**src/asr_pkg.sv**
```systemverilog
package asr_pkg;
    // Geometry
    localparam int ADDR_W = 17;
    localparam int DATA_W = 16;
    localparam int BYTE_W = 8;
    // Timing, ns
    localparam int CLK_PERIOD_NS = 10;
    localparam int T_RC_NS = 70;   // read cycle and address to data valid
    localparam int T_WC_NS = 70;   // write cycle
    localparam int T_PWE_NS = 50;  // write strobe pulse width
    localparam int T_SD_NS = 30;   // data setup to write end
    localparam int T_HZ_NS = 25;   // output to high impedance
    // Cycle counts, least times rounded up
    localparam int RD_CYC = (T_RC_NS + CLK_PERIOD_NS - 1) / CLK_PERIOD_NS;
    localparam int WE_CYC = (T_PWE_NS + CLK_PERIOD_NS - 1) / CLK_PERIOD_NS;
    localparam int WC_CYC = (T_WC_NS + CLK_PERIOD_NS - 1) / CLK_PERIOD_NS;
    localparam int HZ_CYC = (T_HZ_NS + CLK_PERIOD_NS - 1) / CLK_PERIOD_NS;
    localparam int CNT_W = 4;
    // Reset values of the strobes, all inactive
    localparam logic STROBE_IDLE = 1'b1;

    // Request from the user side
    typedef struct packed {
        logic write;
        logic [ADDR_W-1:0] addr;
        logic [DATA_W-1:0] wdata;
        logic [1:0] byte_en;   // bit 1 upper lane, bit 0 lower lane
    } asr_req_s;

    // Strobes toward the memory, all active low
    typedef struct packed {
        logic chip_sel_n;
        logic write_n;
        logic out_drive_n;
        logic upper_byte_sel_n;
        logic lower_byte_sel_n;
    } asr_pins_s;
endpackage

```
**src/asr_ctrl.sv**
```systemverilog
`timescale 1ns/1ps
// How it works
// - Write holds chip select and write strobe low; output drive stays high.
// - Read lowers chip select and output drive with write strobe high.
// - Write data and address held stable past the ending edge.
// - Host drives data only after output drive high and turnaround.
// - Address set up before any select goes low.
module asr_ctrl (
    // Clock and reset
    input wire logic mclk_in,
    input wire logic rst_in,
    // User request
    input wire logic req_valid_in,
    input wire asr_pkg::asr_req_s req_in,
    output logic req_ready_out,
    // User answer
    output logic rd_valid_out,
    output logic [asr_pkg::DATA_W-1:0] rd_data_out,
    output logic wr_done_out,
    // Memory pins
    output asr_pkg::asr_pins_s pins_out,
    output logic [asr_pkg::ADDR_W-1:0] address_pins_out,
    input wire logic [asr_pkg::DATA_W-1:0] data_pins_in,
    output logic [asr_pkg::DATA_W-1:0] data_pins_out,
    output logic data_pins_oe_n_out
);
    typedef enum logic [2:0] {
        ST_IDLE, ST_SETUP, ST_READ, ST_WRITE, ST_WEND, ST_TURN
    } asr_state_e;

    asr_state_e state_reg;
    asr_pkg::asr_req_s cur_reg;
    logic cnt_load;
    logic [asr_pkg::CNT_W-1:0] cnt_value;
    logic cnt_done;

    // Lane mask from byte enables
    function automatic logic [asr_pkg::DATA_W-1:0] lane_mask(
        input logic [1:0] en);
        lane_mask = {{asr_pkg::BYTE_W{en[1]}}, {asr_pkg::BYTE_W{en[0]}}};
    endfunction

    asr_cnt #(.W(asr_pkg::CNT_W)) u_cnt (
        .mclk_in(mclk_in),
        .rst_in(rst_in),
        .load_in(cnt_load),
        .value_in(cnt_value),
        .done_out(cnt_done)
    );

    // Phase timer loads
    always_comb begin
        cnt_load = 1'b0;
        cnt_value = '0;
        case (state_reg)
            ST_SETUP: begin
                cnt_load = 1'b1;
                cnt_value = cur_reg.write ?
                    asr_pkg::CNT_W'(asr_pkg::WE_CYC) :
                    asr_pkg::CNT_W'(asr_pkg::RD_CYC);
            end
            ST_WEND, ST_READ: begin
                if (cnt_done) begin
                    cnt_load = 1'b1;
                    cnt_value = asr_pkg::CNT_W'(asr_pkg::HZ_CYC);
                end
            end
            default: ;
        endcase
    end

    // Sequencer
    always_ff @(posedge mclk_in) begin
        if (rst_in) begin
            state_reg <= ST_IDLE;
        end else begin
            case (state_reg)
                ST_IDLE: if (req_valid_in) state_reg <= ST_SETUP;
                ST_SETUP: state_reg <= cur_reg.write ? ST_WRITE : ST_READ;
                ST_WRITE: if (cnt_done) state_reg <= ST_WEND;
                ST_WEND: state_reg <= ST_IDLE;
                ST_READ: if (cnt_done) state_reg <= ST_TURN;
                ST_TURN: if (cnt_done) state_reg <= ST_IDLE;
                default: state_reg <= ST_IDLE;
            endcase
        end
    end

    // Request latch, held through the whole access
    always_ff @(posedge mclk_in) begin
        if (rst_in) begin
            cur_reg <= '0;
        end else if (state_reg == ST_IDLE && req_valid_in) begin
            cur_reg <= req_in;
        end
    end

    // Ready only in idle
    always_ff @(posedge mclk_in) begin
        if (rst_in) begin
            req_ready_out <= 1'b0;
        end else begin
            req_ready_out <= (state_reg == ST_IDLE) && !req_valid_in;
        end
    end

    // Address pins follow the latched request
    always_ff @(posedge mclk_in) begin
        if (rst_in) begin
            address_pins_out <= '0;
        end else if (state_reg == ST_IDLE && req_valid_in) begin
            address_pins_out <= req_in.addr;
        end
    end

    // Strobes, set up one cycle after address
    always_ff @(posedge mclk_in) begin
        if (rst_in) begin
            pins_out <= {5{asr_pkg::STROBE_IDLE}};
        end else begin
            case (state_reg)
                ST_SETUP: begin
                    pins_out.chip_sel_n <= 1'b0;
                    pins_out.write_n <= !cur_reg.write;
                    pins_out.out_drive_n <= cur_reg.write;
                    pins_out.upper_byte_sel_n <= !cur_reg.byte_en[1];
                    pins_out.lower_byte_sel_n <= !cur_reg.byte_en[0];
                end
                ST_WRITE: if (cnt_done) pins_out.write_n <= 1'b1;
                ST_READ: if (cnt_done) pins_out <= {5{asr_pkg::STROBE_IDLE}};
                default: pins_out <= {5{asr_pkg::STROBE_IDLE}};
            endcase
        end
    end

    // Data drive only during writes
    always_ff @(posedge mclk_in) begin
        if (rst_in) begin
            data_pins_out <= '0;
            data_pins_oe_n_out <= 1'b1;
        end else if (state_reg == ST_SETUP && cur_reg.write) begin
            data_pins_out <= cur_reg.wdata;
            data_pins_oe_n_out <= 1'b0;
        end else if (state_reg == ST_WEND || state_reg == ST_IDLE) begin
            data_pins_oe_n_out <= 1'b1;
        end
    end

    // Read capture at end of read phase
    always_ff @(posedge mclk_in) begin
        if (rst_in) begin
            rd_valid_out <= 1'b0;
            rd_data_out <= '0;
        end else begin
            rd_valid_out <= (state_reg == ST_READ) && cnt_done;
            if (state_reg == ST_READ && cnt_done) begin
                rd_data_out <= data_pins_in & lane_mask(cur_reg.byte_en);
            end
        end
    end

    // Write completion pulse
    always_ff @(posedge mclk_in) begin
        if (rst_in) begin
            wr_done_out <= 1'b0;
        end else begin
            wr_done_out <= (state_reg == ST_WEND);
        end
    end
endmodule // asr_ctrl

```
**src/asr_cnt.sv**
```systemverilog
`timescale 1ns/1ps
// Down counter that marks when a programmed phase length has elapsed
module asr_cnt #(
    parameter int W = 4
) (
    // Clock and reset
    input wire logic mclk_in,
    input wire logic rst_in,
    // Control
    input wire logic load_in,
    input wire logic [W-1:0] value_in,
    // Status
    output logic done_out
);
    logic [W-1:0] count_reg;

    // Count down to zero after a load
    always_ff @(posedge mclk_in) begin
        if (rst_in) begin
            count_reg <= '0;
        end else if (load_in) begin
            count_reg <= value_in;
        end else if (count_reg != '0) begin
            count_reg <= count_reg - 1'b1;
        end
    end

    // Flag stands one cycle as the count reaches zero
    always_ff @(posedge mclk_in) begin
        if (rst_in) begin
            done_out <= 1'b0;
        end else begin
            done_out <= !load_in && (count_reg == {{(W-1){1'b0}}, 1'b1});
        end
    end
endmodule // asr_cnt

```
**config.mk**
```make
export PLATFORM = sky130hd
export DESIGN_NAME = asr_ctrl
export DESIGN_NICKNAME = d
export VERILOG_FILES = /design/src/asr_pkg.sv /design/src/asr_ctrl.sv /design/src/asr_cnt.sv
export SDC_FILE = /design/constraint.sdc
export NUM_CORES = 1
export LEC_CHECK = 0
export BUFFER_PORTS_ARGS = -buffer_cell sky130_fd_sc_hd__buf_2
export CAP_MARGIN = 40
export CORE_UTILIZATION = 44
export DETAILED_ROUTE_END_ITERATION = 10
export HOLD_SLACK_MARGIN = 0.15
export PLACE_DENSITY = 0.82
export SLEW_MARGIN = 20
export SYNTH_ARGS = -nofsm -noshare
export SYNTH_HDL_FRONTEND = slang
export SYNTH_HIERARCHICAL = 1
export SYNTH_SLANG_ARGS = --single-unit
export TNS_END_PERCENT = 10
```
**constraint.sdc**
```tcl
create_clock -name mclk_in -period 1.7 [get_ports mclk_in]
set_clock_uncertainty 0.1 [all_clocks]
set_input_delay 0.085 -clock mclk_in [delete_from_list [all_inputs] [get_ports mclk_in]]
set_output_delay 0.085 -clock mclk_in [all_outputs]
set_load 0.005 [all_outputs]
```
==> results of run 1 <==
[cells by family (layout without fill, tap and decap cells)]
kind of cell | count (synthesis) | after routing | synth area share
xor+xnor | 4 | 4 | 0.0110
compound gates | 83 | 83 | 0.159
simple gates | 145 | 145 | 0.222
flops | 85 | 85 | 0.535
buf+inv | 27 | 201 | 0.0574
mux | 1 | 1 | 0.00354
other cells | 1 | 1 | 0.00118
fa+ha+maj | 3 | 3 | 0.0118
[worst reg2reg max path, delay by kind of cell, from the launching register on]
kind / cells / cell delay (ps)
AOI/OAI and AO/OA: 1 / 80
and+or+nand+nor: 2 / 650
DFF: 1 / 350
buffers and inverters: 2 / 370
[cell usage after synthesis, types with 2 or more instances]
| library cell | n | area [µm²] |
|---|---|---|
| o21bai_1 | 2 | 15.0 |
| nand2_1 | 112 | 420 |
| nor2b_1 | 2 | 12.5 |
| o21ai_0 | 2 | 10.0 |
| or3_1 | 3 | 18.8 |
| dfxtp_1 | 85 | 1700 |
| inv_1 | 3 | 11.3 |
| nor4b_1 | 3 | 26.3 |
| nor3_1 | 3 | 15.0 |
| nand4bb_1 | 2 | 22.5 |
| clkbuf_1 | 8 | 30.0 |
| nor3b_2 | 3 | 37.5 |
| ha_1 | 3 | 37.5 |
| o22ai_1 | 2 | 12.5 |
| nor2_1 | 3 | 11.3 |
| a22o_1 | 16 | 140 |
| buf_8 | 3 | 45.0 |
| o32ai_1 | 2 | 17.5 |
| a21o_1 | 2 | 15.0 |
| buf_2 | 8 | 40.0 |
| xnor2_1 | 3 | 26.3 |
| nor3b_1 | 2 | 15.0 |
| buf_6 | 5 | 56.3 |
| nand2b_1 | 3 | 18.8 |
| a21oi_1 | 54 | 270 |
[path summary, 6_finish.rpt]
| kind | from | end | slack [ps] | depth (start not counted) |
|---|---|---|---|---|
| worst min register to register | cur_reg[15] | data_pins_out[13] | 350 | 2 |
| worst min-delay path | cur_reg[15] | data_pins_out[13] | 350 | 2 |
| worst max-delay path | state_reg[2] | address_pins_out[8] | 40 | 5 |
| worst max register to register | state_reg[2] | address_pins_out[8] | 40 | 5 |
[repair_timing]
action | 4_1_cts | 5_1_grt
resized for setup | 2 | 1
endpoints found under the setup margin | 1 | 5
pin swaps | 0 | 1
hold buffers | 54 | 0
endpoints found under the hold margin | 70 | 0
[stage by stage]
stage | utilization | setup slack, ps
after floorplan | - | 43.9
after global placement | 0.557 | 0.936
after detailed placement | 0.558 | -67.4
after CTS | 0.667 | 28.3
after global routing | 0.667 | -7.46
final | 0.667 | 43.5
[layout make-up]
type / instances / area (µm²)
clock buffers: 9 / 124
clock inverters: 7 / 81.3
fillers: 579 / 2300
inverters: 3 / 11.3
multi-input cells: 237 / 1330
flip-flops and latches: 85 / 1700
well taps: 96 / 120
repair buffers: 182 / 1250
[power by group through the flow]
stage	sequential (mW)	clock (mW)	combinational (mW)
after global placement	2.26	0	0.765
after global routing	2.25	1.58	1.02
after detailed placement	2.27	0	0.806
after floorplan	2.26	0	0.582
final	2.23	1.45	0.924
after CTS	2.23	1.49	0.908
[layer usage]
layer  vias up  share of wire
li1       1512              -
met1      1421           0.42
met2       100           0.50
met3         7          0.068
met4         0         0.0076
met5         -              0
==> metrics.csv, run 1 <==
stage,metric,value,unit
placement,placed insts,549,
pwr,internal power,3.30,mW
synth,Syn Nets,407,
clock_tree,Worst-path clk slew,90,ps
pwr,Pwr Total,4.60,mW
detailed_routing,Vias/cell,4.91,
global_route,largest net degree at the start of global routing,72,
clock_tree,clock buffer depth,2,
pwr,"IR drop worst, VDD",0.616,mV
die,Initial Utilization,0.461,
synth,Yosys cell types,40,
synth,asr flop ratio synth,0,
setup_path,CP Max Fanout,27,
setup_path,CP Cell Sequence,"buf_4, or4b_1, buf_12, nand2_1, a21oi_1",
setup_path,CP max stage cell,or4b_1,
clock_tree,CTS tree,built,
timing,f_max,604,MHz
placement,placed instance area,3850,µm²
setup_path,WS Path Type,register to register,
timing,unrepaired setup endpoints after global routing,yes,
timing,hold_ws,351,ps
timing,Final Setup Violations,0,
pwr,P_sw,1.30,mW
cells_and_area,share of layout cells above drive strength 1,0.294,
setup_path,"Data arrival, critical path",1780,ps
detailed_routing,DR pass1 iterations,4,
die,Die Y,87.1,µm
placement,PortBufs,112,
pwr,Leak,2.00,nW
global_route,number of antenna violations at the first check in global routing,0,
die,Die Width,87.1,µm
timing,fin crit period,1660,ps
detailed_routing,WL final,8320,µm
hold_path,worst hold path class,register to register,
synth,YS warnings,6,
detailed_routing,antenna violation net count after detailed routing,0,
setup_path,Worst Path Buf+Inv,2,
pwr,switching share of total power,0.283,
setup_path,CP Launch Type,register,
timing,Tcrit/Tclk final,0.974,
global_route,GRT Util Overall,0.225,
clock_tree,Clock Latency Late Sink,350,ps
synth,syn_area_per_cell,9.12,µm²
run,max_cap viols,0,
global_route,global route overflow,0,
die,I/O pin count,113,
cells_and_area,nets,576,
detailed_routing,initial DRC count,140,
setup_path,cell family with most CP delay,simple AND/OR/NAND/NOR gates,
synth,Synth Instances,349,
clock_tree,CTS H-tree lvls,3,
die,Cell Rows,30,
global_route,first-pass GRT wire length,13300,µm
clock_tree,Post-CTS Setup Bufs,0,
global_route,busiest layer in global routing,met2,
global_route,vias in the first global route,2884,
global_route,M1 GR Usage,0.251,
die,core area,6910,µm²
setup_path,slowest cell delay on critical path,540,ps
timing,Slew Limit Fails,0,
die,die area,7580,µm²
synth,"Seq/Total Area, Yosys",0.535,
detailed_routing,via count,3040,
pwr,Logic pwr share,0.201,
synth,ys flop type,dfxtp_1,
synth,synthesized area,3180,µm²
detailed_routing,DRC,0,
pwr,Flop pwr share,0.485,
pwr,PD cells,998,nW/µm²
synth,Post-synth EDFFs,0,
setup_path,CP endpoint kind,register,
timing,Total Neg Setup Slack,0,ps
detailed_routing,DR WL/cell,13.4,µm
pwr,clock network fraction of design power,0.314,
clock_tree,Root Driver,clkbuf_8,
setup_path,WP data required,1830,ps
clock_tree,TritonCTS Buffers,9,
global_route,met2 usage,0.414,
cells_and_area,"commonest non-fill, non-tap cells in the layout","buf_2 (112), nand2_1 (111), dfxtp_1 (85)",
cells_and_area,Layout area overhead,44.8,%
cells_and_area,number of flip-flops under the largest register name,19,
placement,routability cong.,0.733,
synth,Synth Register Bits,85,
global_route,met3 GRT Util,0.0682,
clock_tree,Sink Count,85,
cells_and_area,"commonest non-fill, non-tap cell in the layout",buf_2,
cells_and_area,Finished Cell Area,4610,µm²
placement,HPWL Detailed,4900,µm
timing,Final Hold Fails,0,
run_status,outcome,completed,
cells_and_area,final cell count without fillers,619,
cells_and_area,ANT cells,0,
Note: power is estimated with default switching activity, not from simulation.
==> run 2: changes to the inputs <==
--- a/config.mk
+++ b/config.mk
@@ -10,7 +10,7 @@
 export CORE_UTILIZATION = 44
 export DETAILED_ROUTE_END_ITERATION = 10
 export HOLD_SLACK_MARGIN = 0.15
-export PLACE_DENSITY = 0.82
+export PLACE_DENSITY = 0.74
 export SLEW_MARGIN = 20
 export SYNTH_ARGS = -nofsm -noshare
 export SYNTH_HDL_FRONTEND = slang
==> run 2 against run 1 <==
Core utilization rose by 0.49 points. Sequential power barely moved. Total power rose by 4.3%. Non-clock buffer count fell by 2. Fmax rose by 0.68%. Clock power rose by 12%. Via count fell by 1.8%. Critical path depth did not move. Register-to-register slack barely moved. Count of clock-buffer cells in the layout rose by 1. Die area did not move. Wire length fell by 1.4%. Critical endpoint is now address_pins_out[14].
==> metrics.csv, run 2 (synthesis gave the netlist of run 1 again) <==
stage,metric,value,unit,change
clock_tree,Post-CTS Setup Bufs,0,,unchanged
setup_path,CP Launch Type,register,,unchanged
clock_tree,clock buffer depth,2,,unchanged
global_route,GRT Util Overall,0.224,,was 0.225
clock_tree,Root Driver,clkbuf_8,,unchanged
hold_path,worst hold path class,register to register,,unchanged
detailed_routing,Vias/cell,4.84,,was 4.91
die,die area,7580,µm²,unchanged
die,core area,6910,µm²,unchanged
pwr,PD cells,1030,nW/µm²,was 998 nW/µm²
timing,unrepaired setup endpoints after global routing,no,,was yes
setup_path,R2R cell count,5,,unchanged
cells_and_area,# fillers,604,,was 579
pwr,Leak,2.01,nW,was 2.00 nW
detailed_routing,antenna violation net count after detailed routing,0,,unchanged
global_route,number of antenna violations at the first check in global routing,0,,unchanged
global_route,largest net degree at the start of global routing,72,,unchanged
placement,HPWL Detailed,4710,µm,was 4900 µm
timing,Tcrit/Tclk final,0.968,,was 0.974
timing,Total Neg Setup Slack,0,ps,unchanged
detailed_routing,DRC,0,,unchanged
detailed_routing,via count,2985,,was 3040
placement,PortBufs,112,,unchanged
setup_path,CP Cell Sequence,"buf_4, or4b_1, buf_12, nand2_1, a21oi_1",,unchanged
cells_and_area,number of flip-flops under the largest register name,19,,unchanged
setup_path,WP data required,1830,ps,about the same
setup_path,Worst Path Buf+Inv,2,,unchanged
timing,fin crit period,1650,ps,was 1660 ps
pwr,"IR drop worst, VDD",0.716,mV,was 0.616 mV
detailed_routing,DR WL/cell,13.3,µm,was 13.4 µm
die,Cell Rows,30,,unchanged
detailed_routing,DR pass1 iterations,4,,unchanged
global_route,global route overflow,0,,unchanged
clock_tree,Worst-path clk slew,90,ps,about the same
die,Die Y,87.1,µm,unchanged
clock_tree,TritonCTS Buffers,9,,unchanged
clock_tree,CTS H-tree lvls,3,,unchanged
cells_and_area,"commonest non-fill, non-tap cell in the layout",buf_2,,unchanged
die,I/O pin count,113,,unchanged
placement,routability cong.,0.718,,was 0.733
setup_path,CP Max Fanout,36,,was 27
hold_path,hold path cells,2,,unchanged
die,Initial Utilization,0.461,,unchanged
placement,Placement Setup Slack,18.7,ps,was -67.4 ps
setup_path,Crit path depth,5,,unchanged
cells_and_area,Layout area overhead,45.9,%,was 44.8%
cells_and_area,ANT cells,0,,unchanged
cells_and_area,share of layout cells above drive strength 1,0.296,,was 0.294
setup_path,slowest cell delay on critical path,530,ps,was 540 ps
clock_tree,Sink Count,85,,unchanged
setup_path,CP endpoint kind,register,,unchanged
clock_tree,CTS tree,built,,unchanged
run_status,outcome,completed,,unchanged
global_route,vias in the first global route,2898,,was 2884
timing,f_max,608,MHz,was 604 MHz
global_route,first-pass GRT wire length,13200,µm,was 13300 µm
setup_path,WS Path Type,register to register,,unchanged
timing,Final Hold Fails,0,,unchanged
die,Die Width,87.1,µm,unchanged
setup_path,"Data arrival, critical path",1780,ps,about the same
detailed_routing,WL final,8200,µm,was 8320 µm
detailed_routing,initial DRC count,99,,was 140
timing,Slew Limit Fails,0,,unchanged
timing,Final Setup Violations,0,,unchanged
clock_tree,Clock Latency Late Sink,350,ps,about the same
cells_and_area,"commonest non-fill, non-tap cells in the layout","buf_2 (112), nand2_1 (111), dfxtp_1 (83)",,"was buf_2 (112), nand2_1 (111), dfxtp_1 (85)"
setup_path,cell family with most CP delay,simple AND/OR/NAND/NOR gates,,unchanged
run,max_cap viols,0,,unchanged
cells_and_area,utilization after layout,0.672,,was 0.667
timing,worst setup margin,54.6,ps,was 43.5 ps
setup_path,CP max stage cell,or4b_1,,unchanged
cells_and_area,nets,574,,was 576
## run 2: cell count changes in the layout (fill, tap and decap cells not counted)
cell       before  now
o32ai_1         2    1
clkinv_4        3    1
o32ai_2         0    1
buf_4          14   11
nor3b_4         0    1
dfxtp_2         0    2
nor3b_2         3    2
nor4b_1         2    3
clkbuf_8        9   10
buf_12          2    3
nor4b_2         1    0
dfxtp_1        85   83
bufinv_16       1    2
## run 2: area by class of cell
| class | count | area, µm² | share of cell area |
|---|---|---|---|
| repair buffers | 180 | 1240 | 0.268 |
| well taps | 96 | 120 | 0.0259 |
| multi-input cells | 237 | 1330 | 0.287 |
| flip-flops and latches | 85 | 1700 | 0.367 |
| inverters | 3 | 11.3 | 0.00243 |
| clock inverters | 6 | 93.8 | 0.0202 |
| clock buffers | 10 | 138 | 0.0296 |
## run 2: worst register-to-register path: stages (launching register included)
cell	delay [ps]
dfxtp_1	320
buf_4	190
or4b_1	530
buf_12	210
nand2_1	110
a21oi_1	80
## run 2: worst paths after layout
path | startpoint | end | slack (ps)
setup / recovery | state_reg[2] | address_pins_out[14] | 50
hold / removal | cur_reg[12] | data_pins_out[10] | 340
setup reg to reg | state_reg[2] | address_pins_out[14] | 50
hold reg to reg | cur_reg[12] | data_pins_out[10] | 340
## run 2: report_power, final
group,total (mW),switching (mW),internal [mW]
clock,1.62,0.743,0.880
combinational,0.936,0.449,0.487
sequential,2.24,0.106,2.13
## run 2: what timing repair did
item,CTS,global route
setup endpoints to repair,0,5
endpoints found under the hold margin,69,0
hold buffers,54,0
resized for setup,0,6
## run 2: routing by layer
| layer | wire length [µm] | global-route usage |
|---|---|---|
| met3 | 506 | 0.0692 |
| met1 | 3550 | 0.256 |
| met5 | 0 | 0 |
| met2 | 4060 | 0.400 |
| met4 | 91 | 0.0667 |
## run 2: per-stage QoR
stage,area [µm²],hold slack (ps),cells,power [mW]
3_5_place_dp,3850,199,547,3.08
6_report,4640,344,617,4.80
4_1_cts,4620,348,617,4.78
2_1_floorplan,3180,54.1,349,2.84
3_3_place_gp,3840,196,546,3.04
5_1_grt,4640,365,617,5.03
